[src/common/adcsc_pkg.sv]
// Constants, register map and state encoding for the converter serial output control block.
`default_nettype none
package adcsc_pkg;
  localparam int          WORD_W           = 16;
  localparam int          UART_LEN         = 22;
  localparam logic [4:0]  UART_LEN_C       = 5'h16;
  localparam logic [4:0]  SYNC_LEN_C       = 5'h10;
  localparam logic [2:0]  TRIM_HOLD_CYC    = 3'h4;
  localparam logic [2:0]  BLANK_CYC        = 3'h4;
  localparam logic [1:0]  SCLK_LAST_PHASE  = 2'h3;
  localparam logic [15:0] CAL_LEN_RST      = 16'h0040;
  localparam logic [1:0]  MODE_UART        = 2'h0;
  localparam logic [1:0]  MODE_EXT         = 2'h1;
  localparam logic [1:0]  MODE_SELF        = 2'h2;
  localparam logic [7:0]  OFS_STATUS       = 8'h00;
  localparam logic [7:0]  OFS_MASK         = 8'h04;
  localparam logic [7:0]  OFS_STATE        = 8'h08;
  localparam logic [7:0]  OFS_LAST_WORD    = 8'h0c;
  localparam logic [7:0]  OFS_CAL_LEN      = 8'h10;
  localparam int          EVT_W            = 4;
  localparam int          EVT_LOAD         = 0;
  localparam int          EVT_TX_DONE      = 1;
  localparam int          EVT_RESET        = 2;
  localparam int          EVT_CAL_DONE     = 3;
  localparam int          PIN_W            = 9;
  localparam int          PIN_PWR          = 0;
  localparam int          PIN_POL          = 1;
  localparam int          PIN_TRIM         = 2;
  localparam int          PIN_SEL_A        = 3;
  localparam int          PIN_SEL_B        = 4;
  localparam int          PIN_MODE_LO      = 5;
  localparam int          PIN_MODE_HI      = 6;
  localparam int          PIN_CS_N         = 7;
  localparam int          PIN_SCLK         = 8;
  typedef enum logic [3:0] {
    ADCSC_RUN   = 4'b0001,
    ADCSC_SLEEP = 4'b0010,
    ADCSC_RESET = 4'b0100,
    ADCSC_CAL   = 4'b1000
  } adcsc_state_e;
endpackage
`default_nettype wire

[src/design/adcsc_top.sv]
// Control pins, calibration sequencing and serial word output of the converter.
//
// Contract
// - Low power_down_n puts the device into its low power sleep state.
// - polarity_select low means unipolar range, high means bipolar range.
// - trim_request high for more than four clock cycles resets the device.
// - When trim_request falls after that reset, one calibration cycle runs.
// - trim_request may strobe several devices; each reacts identically and deterministically.
// - Host drives unit_select_n low to request data; device then starts sending.
// - word_valid_n is low while a valid word sits in the output register.
// - word_valid_n goes high once the current word has been fully sent.
// - Loading a new word forces word_valid_n high for four clock cycles.
// - serial_bit_clock is input or output depending on the selected mode.
// - Self clocked mode drives serial_bit_clock at clock over four, 25% high.
// - Each result leaves serial_out_line as a 16-bit serial word.
// - Mode selects uart framed, external clocked or self clocked operation.
// - Uart framed mode sends two bytes, each with one start and two stops.
// - External clocked mode sends the word unframed, most significant bit first.
// - sys_trim_sel_a and sys_trim_sel_b at trim_request rise pick calibration type.
//
// The Wishbone register port and the register offsets are this design's own decisions.
`default_nettype none
module adcsc_top
  import adcsc_pkg::*;
(
  input  wire logic        clk_i,
  input  wire logic        rst_i,
  input  wire logic        wb_cyc_i,
  input  wire logic        wb_stb_i,
  input  wire logic        wb_we_i,
  input  wire logic [7:0]  wb_adr_i,
  input  wire logic [3:0]  wb_sel_i,
  input  wire logic [31:0] wb_dat_i,
  output logic      [31:0] wb_dat_o,
  output logic             wb_ack_o,
  output logic             irq_o,
  input  wire logic        power_down_n_i,
  input  wire logic        polarity_select_i,
  input  wire logic        trim_request_i,
  input  wire logic        sys_trim_sel_a_i,
  input  wire logic        sys_trim_sel_b_i,
  input  wire logic [1:0]  mode_sel_i,
  input  wire logic        unit_select_n_i,
  input  wire logic        serial_bit_clock_i,
  output logic             serial_bit_clock_o,
  output logic             serial_bit_clock_oe_o,
  output logic             serial_out_line_o,
  output logic             serial_out_line_oe_o,
  output logic             word_valid_n_o,
  input  wire logic [15:0] conv_word_i,
  input  wire logic        conv_strobe_i,
  output logic             sleep_o,
  output logic             bipolar_o,
  output logic             cal_busy_o,
  output logic [1:0]       cal_type_o
);

  // Pin synchronisers: three stages, a change counts when stages two and three agree.
  logic [PIN_W-1:0] sync1_reg;
  logic [PIN_W-1:0] sync2_reg;
  logic [PIN_W-1:0] sync3_reg;
  logic [PIN_W-1:0] pin_reg;
  wire  [PIN_W-1:0] pin_raw;

  assign pin_raw = {serial_bit_clock_i, unit_select_n_i, mode_sel_i, sys_trim_sel_b_i,
                    sys_trim_sel_a_i, trim_request_i, polarity_select_i, power_down_n_i};

  genvar gi;
  generate
    for (gi = 0; gi < PIN_W; gi++) begin : g_sync
      always_ff @(posedge clk_i) begin
        sync1_reg[gi] <= pin_raw[gi];
        sync2_reg[gi] <= sync1_reg[gi];
        sync3_reg[gi] <= sync2_reg[gi];
        if (rst_i) begin
          // Power and unit select pins leave reset at their idle high level.
          pin_reg[gi] <= (gi == PIN_PWR) || (gi == PIN_CS_N);
        end else if (sync2_reg[gi] == sync3_reg[gi]) begin
          pin_reg[gi] <= sync3_reg[gi];
        end
      end
    end
  endgenerate

  wire       pwr_on   = pin_reg[PIN_PWR];
  wire       trim     = pin_reg[PIN_TRIM];
  wire [1:0] mode     = pin_reg[PIN_MODE_HI:PIN_MODE_LO];
  wire       cs_n     = pin_reg[PIN_CS_N];
  wire       sclk_in  = pin_reg[PIN_SCLK];
  wire       m_uart   = (mode == MODE_UART);
  wire       m_ext    = (mode == MODE_EXT);
  wire       m_self   = !m_uart && !m_ext;

  // Control state machine.
  adcsc_state_e state_reg;
  adcsc_state_e state_next;
  logic [2:0]   trim_cnt_reg;
  logic         trim_prev_reg;
  logic [15:0]  cal_cnt_reg;
  logic [15:0]  cal_len_reg;
  logic [1:0]   cal_type_reg;
  logic         polarity_reg;

  wire trim_rise = trim && !trim_prev_reg;
  wire trim_long = trim && (trim_cnt_reg == TRIM_HOLD_CYC);
  wire cal_end   = (state_reg == ADCSC_CAL) && (cal_cnt_reg >= cal_len_reg);

  always_comb begin
    state_next = state_reg;
    case (state_reg)
      ADCSC_RUN: begin
        if (trim_long) begin
          state_next = ADCSC_RESET;
        end else if (!pwr_on) begin
          state_next = ADCSC_SLEEP;
        end
      end
      ADCSC_SLEEP: begin
        if (trim_long) begin
          state_next = ADCSC_RESET;
        end else if (pwr_on) begin
          state_next = ADCSC_RUN;
        end
      end
      ADCSC_RESET: begin
        if (!trim) begin
          state_next = ADCSC_CAL;
        end
      end
      ADCSC_CAL: begin
        if (trim_long) begin
          state_next = ADCSC_RESET;
        end else if (cal_end) begin
          state_next = ADCSC_RUN;
        end
      end
      default: begin
        state_next = ADCSC_RUN;
      end
    endcase
  end

  wire enter_reset = (state_next == ADCSC_RESET) && (state_reg != ADCSC_RESET);
  wire cal_done    = (state_reg == ADCSC_CAL) && (state_next == ADCSC_RUN);
  wire running     = (state_reg == ADCSC_RUN);

  always_ff @(posedge clk_i) begin
    if (rst_i) begin
      state_reg     <= ADCSC_RUN;
      trim_cnt_reg  <= 3'h0;
      trim_prev_reg <= 1'b0;
      cal_cnt_reg   <= 16'h0000;
      cal_type_reg  <= 2'h0;
      polarity_reg  <= 1'b0;
    end else begin
      state_reg     <= state_next;
      trim_prev_reg <= trim;
      polarity_reg  <= pin_reg[PIN_POL];
      if (!trim) begin
        trim_cnt_reg <= 3'h0;
      end else if (trim_cnt_reg != TRIM_HOLD_CYC) begin
        trim_cnt_reg <= trim_cnt_reg + 3'h1;
      end
      if (trim_rise) begin
        cal_type_reg <= {pin_reg[PIN_SEL_B], pin_reg[PIN_SEL_A]};
      end
      if (state_reg != ADCSC_CAL) begin
        cal_cnt_reg <= 16'h0000;
      end else begin
        cal_cnt_reg <= cal_cnt_reg + 16'h0001;
      end
    end
  end

  // Output register and word valid flag.
  logic [15:0] word_reg;
  logic        valid_reg;
  // Marks a word loaded during a frame, so that the end of that frame keeps it valid.
  logic        refill_reg;
  logic [2:0]  blank_reg;
  logic        tx_reg;
  logic [4:0]  bit_cnt_reg;
  logic [4:0]  frame_len_reg;
  logic [UART_LEN-1:0] shift_reg;
  logic [1:0]  div_reg;
  logic        sclk_reg;
  logic        sclk_prev_reg;
  logic        serial_out_line_reg;

  wire load     = running && conv_strobe_i;
  wire blanking = (blank_reg != 3'h0);
  wire tx_start = running && !tx_reg && !cs_n && valid_reg && !blanking;
  wire fall_evt = m_self ? sclk_reg : (sclk_prev_reg && !sclk_in);
  wire last_bit = tx_reg && fall_evt && (bit_cnt_reg == frame_len_reg - 5'h1);
  wire tx_abort = tx_reg && (cs_n || !running);

  // Transmit frames: uart puts each byte least significant bit first.
  wire [7:0] hi_rev;
  wire [7:0] lo_rev;
  generate
    for (gi = 0; gi < 8; gi++) begin : g_rev
      assign hi_rev[gi] = word_reg[15-gi];
      assign lo_rev[gi] = word_reg[7-gi];
    end
  endgenerate

  wire [UART_LEN-1:0] uart_frame = {1'b0, hi_rev, 2'b11, 1'b0, lo_rev, 2'b11};
  wire [UART_LEN-1:0] sync_frame = {word_reg, 6'h00};

  always_ff @(posedge clk_i) begin
    if (rst_i) begin
      word_reg  <= 16'h0000;
      refill_reg <= 1'b0;
      valid_reg <= 1'b0;
      blank_reg <= 3'h0;
    end else begin
      if (enter_reset) begin
        valid_reg <= 1'b0;
        blank_reg <= 3'h0;
      end else if (load) begin
        word_reg  <= conv_word_i;
        valid_reg <= 1'b1;
        blank_reg <= BLANK_CYC;
      end else begin
        if (blanking) begin
          blank_reg <= blank_reg - 3'h1;
        end
        if (last_bit && !refill_reg) begin
          valid_reg <= 1'b0;
        end
      end
      if (enter_reset) begin
        refill_reg <= 1'b0;
      end else if (load && (tx_reg || tx_start)) begin
        refill_reg <= 1'b1;
      end else if (tx_start) begin
        refill_reg <= 1'b0;
      end
    end
  end

  // Serial shifter shared by all three formats.
  always_ff @(posedge clk_i) begin
    if (rst_i) begin
      tx_reg        <= 1'b0;
      bit_cnt_reg   <= 5'h00;
      frame_len_reg <= SYNC_LEN_C;
      shift_reg     <= '0;
      div_reg       <= 2'h0;
      sclk_reg      <= 1'b0;
      sclk_prev_reg <= 1'b0;
      serial_out_line_reg     <= 1'b1;
    end else begin
      sclk_prev_reg <= sclk_in;
      if (tx_start) begin
        tx_reg        <= 1'b1;
        bit_cnt_reg   <= 5'h00;
        frame_len_reg <= m_uart ? UART_LEN_C : SYNC_LEN_C;
        shift_reg     <= m_uart ? uart_frame : sync_frame;
        serial_out_line_reg     <= m_uart ? 1'b0 : word_reg[WORD_W-1];
        div_reg       <= 2'h0;
        sclk_reg      <= 1'b0;
      end else if (tx_abort || last_bit) begin
        tx_reg    <= 1'b0;
        sclk_reg  <= 1'b0;
        serial_out_line_reg <= 1'b1;
      end else if (tx_reg) begin
        div_reg  <= div_reg + 2'h1;
        sclk_reg <= m_self && (div_reg == SCLK_LAST_PHASE);
        if (fall_evt) begin
          bit_cnt_reg <= bit_cnt_reg + 5'h1;
          shift_reg   <= {shift_reg[UART_LEN-2:0], 1'b0};
          serial_out_line_reg   <= shift_reg[UART_LEN-2];
        end
      end
    end
  end

  assign serial_bit_clock_o    = sclk_reg;
  assign serial_bit_clock_oe_o = m_self;
  assign serial_out_line_o     = serial_out_line_reg;
  assign serial_out_line_oe_o  = tx_reg;
  assign word_valid_n_o        = !(valid_reg && !blanking);
  assign sleep_o               = (state_reg == ADCSC_SLEEP);
  assign bipolar_o             = polarity_reg;
  assign cal_busy_o            = (state_reg == ADCSC_CAL);
  assign cal_type_o            = cal_type_reg;

  // Wishbone slave with one wait state; unmapped reads return zero.
  logic [EVT_W-1:0] status_reg;
  logic [EVT_W-1:0] mask_reg;
  logic             ack_reg;
  logic [31:0]      rdata_reg;

  wire wb_req   = wb_cyc_i && wb_stb_i;
  wire wb_wr    = wb_req && wb_we_i && ack_reg;
  wire sel_stat = (wb_adr_i == OFS_STATUS);
  wire sel_mask = (wb_adr_i == OFS_MASK);
  wire sel_cal  = (wb_adr_i == OFS_CAL_LEN);

  wire [EVT_W-1:0] evt;
  assign evt[EVT_LOAD]     = load;
  assign evt[EVT_TX_DONE]  = last_bit;
  assign evt[EVT_RESET]    = enter_reset;
  assign evt[EVT_CAL_DONE] = cal_done;

  wire [EVT_W-1:0] w1c = (wb_wr && sel_stat && wb_sel_i[0]) ? wb_dat_i[EVT_W-1:0] : '0;

  wire [31:0] state_word = {16'h0000, 4'h0, state_reg, 1'b0, m_self, m_ext, m_uart,
                            cal_type_reg, polarity_reg, !word_valid_n_o};
  wire [31:0] rd_mux =
      (wb_adr_i == OFS_STATUS)    ? {28'h000_0000, status_reg} :
      (wb_adr_i == OFS_MASK)      ? {28'h000_0000, mask_reg} :
      (wb_adr_i == OFS_STATE)     ? state_word :
      (wb_adr_i == OFS_LAST_WORD) ? {16'h0000, word_reg} :
      (wb_adr_i == OFS_CAL_LEN)   ? {16'h0000, cal_len_reg} : 32'h0000_0000;

  always_ff @(posedge clk_i) begin
    if (rst_i) begin
      ack_reg     <= 1'b0;
      rdata_reg   <= 32'h0000_0000;
      status_reg  <= '0;
      mask_reg    <= '0;
      cal_len_reg <= CAL_LEN_RST;
    end else begin
      ack_reg    <= wb_req && !ack_reg;
      rdata_reg  <= rd_mux;
      status_reg <= (status_reg & ~w1c) | evt;
      if (wb_wr && sel_mask && wb_sel_i[0]) begin
        mask_reg <= wb_dat_i[EVT_W-1:0];
      end
      if (wb_wr && sel_cal && wb_sel_i[0]) begin
        cal_len_reg[7:0] <= wb_dat_i[7:0];
      end
      if (wb_wr && sel_cal && wb_sel_i[1]) begin
        cal_len_reg[15:8] <= wb_dat_i[15:8];
      end
    end
  end

  assign wb_ack_o = ack_reg;
  assign wb_dat_o = rdata_reg;
  assign irq_o    = |(status_reg & mask_reg);

endmodule
`default_nettype wire

[config.mk]
export PLATFORM = sky130hd
export DESIGN_NAME = adcsc_top
export DESIGN_NICKNAME = d
export VERILOG_FILES = /design/src/common/adcsc_pkg.sv /design/src/design/adcsc_top.sv
export SDC_FILE = /design/constraint.sdc
export NUM_CORES = 1
export LEC_CHECK = 0
export BUFFER_PORTS_ARGS = -buffer_cell sky130_fd_sc_hd__buf_2
export CAP_MARGIN = 20
export CORE_ASPECT_RATIO = 1.2
export CORE_MARGIN = 8
export CORE_UTILIZATION = 45
export CTS_BUF_LIST = sky130_fd_sc_hd__clkbuf_4 sky130_fd_sc_hd__clkbuf_8 sky130_fd_sc_hd__clkbuf_16
export DETAILED_ROUTE_END_ITERATION = 6
export GPL_TIMING_DRIVEN = 0
export PLACE_DENSITY = 0.65
export SYNTH_ARGS = -nofsm -noshare
export SYNTH_HDL_FRONTEND = slang
export SYNTH_SLANG_ARGS = --single-unit
export TNS_END_PERCENT = 5
[constraint.sdc]
create_clock -name clk_i -period 2.6 [get_ports clk_i]
set_input_delay 0.78 -clock clk_i [delete_from_list [all_inputs] [get_ports clk_i]]
set_output_delay 0.78 -clock clk_i [all_outputs]
set_load 0.02 [all_outputs]
# After elaboration in Yosys (flattened, before gate mapping)
# Index checks and enable logic that the tools add are counted.
# word_totals
ff_bits,178
# op_classes
add_sub_neg,6
order_cmp,1
n_eq_ne,27
mux,34
bitwise_logic,7
n_reduce_logical,70
# ops
operator,count
21-bit two-way mux,5
4-bit two-way mux,10
16-bit two-way mux,2
1-bit logical AND,30
"16-bit by 1-bit adder with 16-bit output, second input constant",1
"8-bit by 4-bit equality test with 1-bit output, second input constant",2
16-bit >= comparator,1
4-bit one-hot mux with 4 select lines,1
1-bit two-way mux,12
12-bit two-way mux,1
2-bit nonzero test,6
1-bit logical NOT,11
1-bit equality test,9
3-bit two-way mux,3
3-bit nonzero test,3
3-bit OR reduction,3
4-bit AND,2
"4-bit by 1-bit equality test with 1-bit output, second input constant",2
"4-bit by 3-bit equality test with 1-bit output, second input constant",2
"8-bit by 3-bit equality test with 1-bit output, second input constant",1
"8-bit by 5-bit equality test with 1-bit output, second input constant",1
8-bit logical NOT,1
2-bit OR reduction,4
4-bit OR reduction,2
23 further kinds,30

# Longest topological paths before layout
# Gate-level depths: netlist (run 1).
# depth
depth_word,9
mapped_depth,10
mapped_depth_nobuf,8

# Worst setup path before layout (run 1)
# No wires, ideal clock.
# synth_timing
path_kind,input port to flip-flop
from,in wb_adr_i[0]
to,"reg rdata_reg[10], in the netlist wb_dat_o[10]"
setup_time_ns,0.142
arrival_ns,2.257
required_time_ns,2.458
path_slack_ns,0.201
cell_stages,4
n_path_buf,0
cell_sequence,or4_4 or2_2 o31ai_1 nor2_1
# synth_between
elab_chain_cells,4
elab_cells_between_ends,9
# synth_lines
item,line,text
"start, declared",adcsc_top.sv:31,"input wire logic [7:0] wb_adr_i,"
8-bit by 5-bit equality test with 1-bit output,adcsc_top.sv:316,"(wb_adr_i == OFS_CAL_LEN) ? {16'h0000, cal_len_reg} : 32'h0000_0000;"
16-bit two-way mux,adcsc_top.sv:316,
16-bit two-way mux,adcsc_top.sv:315,"(wb_adr_i == OFS_LAST_WORD) ? {16'h0000, word_reg} :"
12-bit two-way mux,adcsc_top.sv:314,(wb_adr_i == OFS_STATE) ? state_word :
"end signal, assigned",adcsc_top.sv:327,rdata_reg <= rd_mux;
"end, declared",adcsc_top.sv:293,logic [31:0] rdata_reg;
# Several ways; a longest one is shown, not always the timed one.
# A chain may end at the register's enable or synchronous reset.

# Worst setup path after layout (run 1)
# layout_timing
from,reg state_reg[3]
to,out cal_busy_o
# layout_between
elab_chain_cells,1
# layout_lines
item,line,text
"start, declared",adcsc_top.sv:95,adcsc_state_e state_reg;
"start signal, assigned",adcsc_top.sv:156,state_reg <= state_next;
4-bit equality test,adcsc_top.sv:286,assign cal_busy_o = (state_reg == ADCSC_CAL);
"end, declared",adcsc_top.sv:54,"output logic cal_busy_o,"
# Every way passes these cells.

==> results of run 1 <==
[worst paths after layout]
| check | from | end | cells after the start |
|---|---|---|---|
| worst max-delay path | state_reg[3] | cal_busy_o | 4 |
| worst min register to register | sync1_reg[0] | sync2_reg[0] | 0 |
| worst max register to register | cal_cnt_reg[0] | state_reg[0] | 7 |
| worst min-delay path | sync1_reg[0] | sync2_reg[0] | 0 |
[area by class of cell]
| cell class | count | area [sq um] | area share [%] |
|---|---|---|---|
| well taps | 204 | 255 | 3.12 |
| repair buffers | 86 | 435 | 5.32 |
| clock buffers | 20 | 460 | 5.63 |
| multi-input cells | 548 | 3340 | 40.8 |
| clock inverters | 11 | 110 | 1.35 |
| inverters | 26 | 97.6 | 1.19 |
| flip-flops and latches | 158 | 3160 | 38.7 |
| plain buffers | 56 | 319 | 3.90 |
[synth_stat cells, drive strengths merged (2+ instances only)]
| master | number | area [sq um] |
|---|---|---|
| dfxtp | 158 | 3160 |
| nand2 | 108 | 408 |
| a21oi | 87 | 435 |
| nor2 | 82 | 323 |
| buf | 34 | 233 |
| mux2i | 33 | 330 |
| inv | 26 | 97.6 |
| ha | 24 | 300 |
| clkbuf | 22 | 83.8 |
| nand3 | 22 | 110 |
| o21ai | 20 | 100 |
| a22oi | 15 | 113 |
| xor2 | 11 | 96.3 |
| nor3 | 9 | 67.6 |
| xnor2 | 9 | 78.8 |
| nor2b | 8 | 50.1 |
| a22o | 7 | 61.3 |
| nand4 | 7 | 43.8 |
| a211oi | 6 | 55.1 |
| nand2b | 6 | 37.5 |
| o211ai | 6 | 45.0 |
| o2bb2ai | 6 | 52.6 |
| and2 | 5 | 31.3 |
| nor4 | 5 | 46.3 |
| and3 | 4 | 25.0 |
| nor3b | 4 | 35.0 |
| nor4bb | 4 | 40.0 |
| o31ai | 4 | 30.0 |
| mux2 | 3 | 33.8 |
| nor4b | 3 | 32.5 |
| o21a | 3 | 22.5 |
| o22ai | 3 | 18.8 |
| or4 | 3 | 30.0 |
| a2111oi | 2 | 17.5 |
| a32oi | 2 | 17.5 |
| and4 | 2 | 17.5 |
| nand4b | 2 | 17.5 |
| or2 | 2 | 12.5 |
| or3 | 2 | 12.5 |
| or4b | 2 | 20.0 |
[cell families after synthesis]
| family | Yosys count | share of synthesized area, % |
|---|---|---|
| AOI/OAI and AO/OA | 170 | 15.3 |
| DFF | 158 | 46.2 |
| muxes | 36 | 5.32 |
| adders and majority gates | 24 | 4.38 |
| and+or+nand+nor | 282 | 20.1 |
| other | 1 | 0.0548 |
| xor gates and xnor gates | 20 | 2.56 |
| buffers and inverters | 82 | 6.05 |
[metrics by stage]
stage / total power, mW / cell area [sq um] / hold slack, ns / worst slack (ns) / cells
CTS: 5.38 / 8160 / 0.327 / 0.0710 / 1107
finish: 5.34 / 8180 / 0.326 / 0.139 / 1109
global route: 5.54 / 8180 / 0.331 / 0.00626 / 1109
floorplan: 2.85 / 6910 / 0.310 / 0.201 / 788
detailed placement: 3.00 / 7580 / 0.312 / -0.189 / 1076
global placement: 2.99 / 7580 / 0.311 / -0.215 / 1076
[repair_timing]
action                     CTS  global route
pin swaps                    0             1
resized for setup            1             4
setup endpoints to repair    1             6
buffers inserted             0             2
[per-layer routing]
layer / part of all wire [%] / vias up / GRT usage, %
li1: - / 2902 / -
met5: 0 / - / 0
met3: 5.4 / 28 / 4.47
met2: 48 / 152 / 31.9
met4: 1.9 / 0 / 7.12
met1: 44 / 2702 / 22.4
[where the power goes]
group | switching (mW) | total, mW | internal, mW | leakage [nW]
logic | 0.252 | 0.405 | 0.152 | 1.65
registers | 0.0561 | 2.55 | 2.50 | 1.29
clock network | 1.00 | 2.39 | 1.38 | 0.272
[cell usage in the layout (no fill, tap or decap), types with 17 or more instances in the layout]
master	instances
o21ai_0	19
clkbuf_16	17
ha_1	24
nand2_1	107
buf_2	90
buf_4	20
nor2_1	80
mux2i_1	33
inv_1	26
dfxtp_1	158
nand3_1	22
a21oi_1	87
clkbuf_1	20
==> impl_metrics.json, run 1 <==
{
  "num-fill-cells": 1464,
  "antenna_found_initial": 0,
  "startpoint_type": "register",
  "drc": 0,
  "clock-root-buffer": "clkbuf_16",
  "min_period_over_period_pct": 94.6,
  "start_util_pct": 45.8,
  "cts.clk_slew.worst_paths_ns": 0.06,
  "cp_max_fo": 10,
  "dp_hpwl_mm": 13.6,
  "synth.avg_cell_area_sq_um": 8.86,
  "syn-cell-area_sq_um": 6850,
  "gp_congestion": 0.883,
  "cp-end-kind": "output port",
  "h-tree-depth": 4,
  "powerDensity_nw_per_um2": 653,
  "hold_viol": 0,
  "tns_ns": 0,
  "num_vias": 5784,
  "irDropWorstVdd_mv": 0.453,
  "async_flop_share_pct": 0,
  "slew_viol_final": 0,
  "die-area_sq_um": 19400,
  "setup_viol": 0,
  "path_cells": "buf_2, nand2b_1, nor3_2, buf_2",
  "synth_seq_area_share_pct": 46.2,
  "hp-class": "reg -> reg",
  "rows": 49,
  "dieHeight_um": 151,
  "min_period_ns": 2.46,
  "drtPass1Iterations": 5,
  "cp_slowest_cell": "dfxtp_1",
  "r2r_setup_slack_ns": 0.29,
  "rsz0062_at_grt": "false",
  "port_buffers": 84,
  "critPathTopFamily": "buffers and inverters",
  "grt.total_usage_pct": 18.7,
  "fp.dieW_um": 129,
  "overflow": 0,
  "grt_max_degree": 17,
  "synth.distinct_cells": 66,
  "synth_flop_cell": "dfxtp_1",
  "routed_wl_mm": 17.7,
  "cts_buffers": 17,
  "wl_per_cell_um": 16.0,
  "utilization_pct": 54.7,
  "grt_pass1_wl_mm": 28.2,
  "synth-edff-count": 0,
  "status": "completed",
  "nets": 992,
  "cp.required_ns": 1.82,
  "holdBufCountCts": 0,
  "slew_headroom_pct": 45.9,
  "grt_pass1_vias": 5486,
  "tightestPinTransition_ns": 0.805,
  "cp.arrival_ns": 1.68,
  "via_per_inst": 5.22,
  "largest_reg_flops": 21,
  "diodes": 0,
  "synth_warnings": 0,
  "skew_ns": 0.00791,
  "drive_above_1_share_pct": 18.7,
  "cts.sinks": 158,
  "clock_latency_ns": 0.43,
  "yosys_register_bits": 158,
  "ios": 119,
  "syn-instance-count": 773,
  "ant_nets": 0,
  "path_class": "reg -> out",
  "power_leakage_nw": 3.21,
  "drt-initial-drc-count": 343,
  "cts_tree": "yes",
  "cts_buffer_depth": 2,
  "core-area_sq_um": 15000,
  "crit_buf_inv": 2,
  "timing.fmax_mhz": 406,
  "syn_to_final_growth_pct": 19.4,
  "slowest_delay_ns": 0.35,
  "cap_violations": 0,
  "crit_top_cell": "buf_2"
}
(Power assumes the default switching activity.)
==> run 2, diff against run 1 <==
Settings changed: CORE_MARGIN 8 to not set.
==> run 2 against run 1 <==
Setup slack lost 0.090 ns. Final area increased by 1.1%. Core utilization up 0.61 points. Largest power group is now the clock network.
==> impl_metrics.json, run 2 (synthesis results as in run 1) <==
{
  "status": "completed",
  "slew_headroom_pct": 47.4,
  "setup_ws_ns": 0.0495,
  "via_per_inst": 5.25,
  "holdBufCountCts": 0,
  "cp-end-kind": "output port",
  "grt.busiest_layer": "met2",
  "crit-reg2reg-capture": "state_reg[0]",
  "final_cell_mix": "dfxtp_1 (158), nand2_1 (107), buf_2 (90)",
  "start_util_pct": 45.8,
  "cts.clk_slew.worst_paths_ns": 0.06,
  "cap_violations": 0,
  "cp.arrival_ns": 1.77,
  "path_class": "reg -> out",
  "r2r_start": "cal_cnt_reg[0]",
  "fin_area_sq_um": 8270,
  "grt.total_usage_pct": 23.2,
  "grt_max_degree": 17,
  "irDropWorstVdd_mv": 0.447,
  "power_leakage_nw": 3.26,
  "num_vias": 5831,
  "ios": 119,
  "die-area_sq_um": 15700,
  "clock-root-buffer": "clkbuf_16",
  "num-fill-cells": 1454,
  "nets": 994,
  "fp.dieW_um": 115,
  "worstHoldStart": "sync1_reg[0]",
  "routed_wl_mm": 17.3,
  "dieHeight_um": 137,
  "cts.sinks": 158,
  "drt-initial-drc-count": 336,
  "globalRouteMet3Util_pct": 4.87,
  "multiInputGateArea_sq_um": 3340,
  "wl_per_cell_um": 15.6,
  "gr-usage-met2_pct": 40.0,
  "overflow": 0,
  "switching_power_mw": 1.33,
  "clock_latency_ns": 0.43,
  "rsz0062_at_grt": "true",
  "p_sw_share_pct": 23.5,
  "p_total_mw": 5.67,
  "timing.fmax_mhz": 392,
  "rows": 49,
  "core-area_sq_um": 15000,
  "utilization_pct": 55.3,
  "dp_hpwl_mm": 12.9,
  "grt_pass1_vias": 5378,
  "antenna_found_initial": 0,
  "r2r_cells": 7,
  "drc": 0,
  "r2r_setup_slack_ns": 0.23,
  "slew_viol_final": 0,
  "place_area_sq_um": 7580,
  "grt_use_met1_pct": 27.8,
  "place_inst": 1076,
  "hp-class": "reg -> reg",
  "cp.required_ns": 1.82,
  "syn_to_final_growth_pct": 20.8,
  "skew_ns": 0.00693,
  "cts_buffers": 17,
  "worstHoldPathCells": 0,
  "largest_reg_flops": 21,
  "powerDensity_nw_per_um2": 686,
  "hold_viol": 0,
  "clockPowerShare_pct": 47.9,
  "tightestPinTransition_ns": 0.783,
  "grt_pass1_wl_mm": 27.3,
  "fin_cells": 1111,
  "h-tree-depth": 4,
  "min_period_ns": 2.55,
  "ant_nets": 0,
  "min_period_over_period_pct": 98.1,
  "drive_above_1_share_pct": 18.6,
  "holdPathEnd": "sync2_reg[0]",
  "gp_congestion": 0.844,
  "drtPass1Iterations": 5,
  "pwr-share-seq_pct": 45.0,
  "port_buffers": 84,
  "cts_buffer_depth": 2,
  "tns_ns": 0,
  "p_comb_share_pct": 7.2,
  "post-place-ws_ns": -0.196,
  "final_common_cell": "dfxtp_1",
  "diodes": 0,
  "cts_tree": "yes",
  "p_int_mw": 4.34,
  "timing.hold.ws_ns": 0.325,
  "startpoint_type": "register",
  "regArea_sq_um": 3160,
  "setup_viol": 0,
  "cp_max_fo": 10
}
## run 2: what timing repair did
action                                 4_1_cts  5_1_grt
pin swaps                                    0        1
setup buffers                                0        4
setup endpoints to repair                    1       12
endpoints found under the hold margin        0        0
resized for setup                            1        3
## run 2: area by class of cell
class                   instances  area share [%]
clock buffers                  20            5.64
well taps                     204            3.09
clock inverters                11            2.19
multi-input cells             548            40.4
flip-flops and latches        158            38.2
inverters                      26            1.18
plain buffers                  56            3.84
repair buffers                 88            5.45
## run 2: worst max path at each step
stage | start | end | slack [ns] | depth (start not counted)
3_5_place_dp | wb_adr_i[0] | wb_dat_o[8] | -0.20 | 5
4_1_cts | state_reg[2] | cal_busy_o | 0.05 | 3
5_1_grt | state_reg[2] | cal_busy_o | -0.001 | 3
6_report | state_reg[2] | cal_busy_o | 0.05 | 3
3_3_place_gp | wb_adr_i[0] | wb_dat_o[11] | -0.20 | 5
2_1_floorplan | wb_adr_i[0] | wb_dat_o[10] | 0.20 | 4
## run 2: power groups by stage
| stage | Combinational, mW | Sequential, mW | Clock [mW] |
|---|---|---|---|
| 2_1_floorplan | 0.266 | 2.59 | 0 |
| 3_3_place_gp | 0.392 | 2.60 | 0 |
| 3_5_place_dp | 0.398 | 2.60 | 0 |
| 4_1_cts | 0.400 | 2.55 | 2.75 |
| 5_1_grt | 0.450 | 2.56 | 2.85 |
| 6_report | 0.407 | 2.55 | 2.72 |
## run 2: layer usage
| layer | wire [um] | part of all wire (%) |
|---|---|---|
| met1 | 7720 | 45 |
| met2 | 8300 | 48 |
| met3 | 809 | 4.7 |
| met5 | 0 | 0 |
| met4 | 446 | 2.6 |
## run 2: worst max-delay path, cell delays in order (launching register included)
cell	delay, ns
dfxtp_1	0.36
buf_1	0.30
nor3_2	0.43
buf_2	0.24
==> run 3, diff against run 2 <==
Settings changed: CTS_CLUSTER_SIZE set to 12, PLACE_DENSITY 0.65 to 0.68.
==> run 3 against run 2 <==
First-iteration DRC count decreased by 8.6%. Die area unchanged. Combinational power decreased by 1%. Critical path depth unchanged. Register-to-register slack about the same. Global-route usage decreased by 0.17 points. Sequential power about the same. Critical endpoint unchanged.
==> impl_metrics.json, run 3 (synthesis results as in run 1) <==
{
  "status": "completed",
  "drc": 0,
  "path_class": "reg -> out",
  "clock-root-buffer": "clkbuf_16",
  "final_cell_mix": "dfxtp_1 (158), nand2_1 (107), buf_2 (90)",
  "overflow": 0,
  "diodes": 0,
  "antenna_found_initial": 0,
  "largest_reg_flops": 21,
  "r2r_start": "cal_cnt_reg[0]",
  "cp_max_fo": 10,
  "die-area_sq_um": 15700,
  "via_per_inst": 5.14,
  "dp_hpwl_mm": 12.7,
  "grt_pass1_vias": 5300,
  "min_period_over_period_pct": 96.6,
  "cp.arrival_ns": 1.73,
  "skew_ns": 0.00819,
  "startpoint_type": "register",
  "powerDensity_nw_per_um2": 663,
  "ant_nets": 0,
  "slowest_delay_ns": 0.53,
  "hp-class": "reg -> reg",
  "tns_ns": 0,
  "path_cells": "buf_1, nor3_2, buf_2",
  "cts.sinks": 158,
  "clock_latency_ns": 0.42,
  "place_inst": 1076,
  "cap_violations": 0,
  "nets": 992,
  "critPathTopFamily": "buffers and inverters",
  "cts_buffer_depth": 2,
  "grt_pass1_wl_mm": 27.1,
  "fp.dieW_um": 115,
  "wl_per_cell_um": 15.3,
  "cp-end-kind": "output port",
  "slew_viol_final": 0,
  "routed_wl_mm": 17.0,
  "tightestPinTransition_ns": 0.824,
  "drive_above_1_share_pct": 18.6,
  "grt_max_degree": 17,
  "timing.fmax_mhz": 398,
  "setup_viol": 0,
  "drt-initial-drc-count": 307,
  "cp.required_ns": 1.82,
  "port_buffers": 84,
  "utilization_pct": 54.8,
  "num_vias": 5704,
  "cts_buffers": 17,
  "min_period_ns": 2.51,
  "cp_slowest_cell": "buf_1",
  "drtPass1Iterations": 5,
  "start_util_pct": 45.8,
  "worstSetupStartpoint": "state_reg[2]",
  "gp_congestion": 0.888,
  "hold_viol": 0,
  "rsz0062_at_grt": "true",
  "syn_to_final_growth_pct": 19.7,
  "ios": 119,
  "grt.total_usage_pct": 23.0,
  "h-tree-depth": 4,
  "rows": 49,
  "core-area_sq_um": 15000,
  "timing.hold.ws_ns": 0.326,
  "cts.clk_slew.worst_paths_ns": 0.06,
  "irDropWorstVdd_mv": 0.504,
  "crit_buf_inv": 2,
  "fin_cells": 1109,
  "cts_tree": "yes",
  "slew_headroom_pct": 44.6,
  "final_common_cell": "dfxtp_1",
  "power_leakage_nw": 3.22,
  "worstHoldStart": "sync1_reg[2]",
  "dieHeight_um": 137
}
-- run 3: changes by cell type in the layout (fill, tap and decap cells not counted), sizes merged --
cell / before / now
inv: 28 / 29
bufinv: 4 / 2
buf: 122 / 120
clkinvlp: 2 / 3
-- run 3: path summary, 6_finish.rpt --
| path | endpoint | slack (ns) | cells past startpoint |
|---|---|---|---|
| max | cal_busy_o | 0.09 | 3 |
| min | sync2_reg[2] | 0.33 | 0 |
| max reg2reg | state_reg[0] | 0.24 | 7 |
| min reg2reg | sync2_reg[2] | 0.33 | 0 |
-- run 3: power by group --
| group | switching [mW] | leakage, nW | internal (mW) | total, mW |
|---|---|---|---|---|
| registers | 0.0563 | 1.29 | 2.50 | 2.55 |
| clock network | 1.01 | 0.283 | 1.48 | 2.48 |
| logic | 0.249 | 1.65 | 0.153 | 0.401 |
-- run 3: layout make-up --
cell class,count,area [sq um]
Fill cell,1483,6760
Multi-Input combinational cell,548,3340
Sequential cell,158,3160
Clock buffer,20,460
Timing Repair Buffer,86,435
Buffer,56,318
Tap cell,204,255
Clock inverter,11,131
Inverter,26,97.6
-- run 3: per-stage QoR --
step                      cell area, sq um  setup WS, ns  total power, mW
after floorplan                       6910         0.201             2.85
after global placement                7580        -0.216             2.99
after detailed placement              7580        -0.248             3.00
after CTS                             8180        0.0620             5.47
after global routing                  8200      -0.00116             5.65
final                                 8200        0.0883             5.44
-- run 3: layer usage --
| layer | global-route usage (%) | part of all wire [%] |
|---|---|---|
| met3 | 4.65 | 4.8 |
| met4 | 11.3 | 2.7 |
| met1 | 28.2 | 45 |
| met2 | 38.5 | 48 |
| met5 | 0 | 0 |
-- run 3: worst reg2reg max path, cell delays in order (launching register included) --
cell and delay [ns]:
dfxtp_1 0.41, inv_1 0.08, ha_1 0.29, nand2b_1 0.14, a2111oi_0 0.45, nor4b_1 0.12
nand4b_1 0.34, a311o_1 0.42
-- run 3: repair_timing --
action,in CTS,in global routing
hold buffers,0,0
pin swaps,0,1
gates resized for setup,1,3
setup buffers,0,2
setup endpoints to repair,1,5
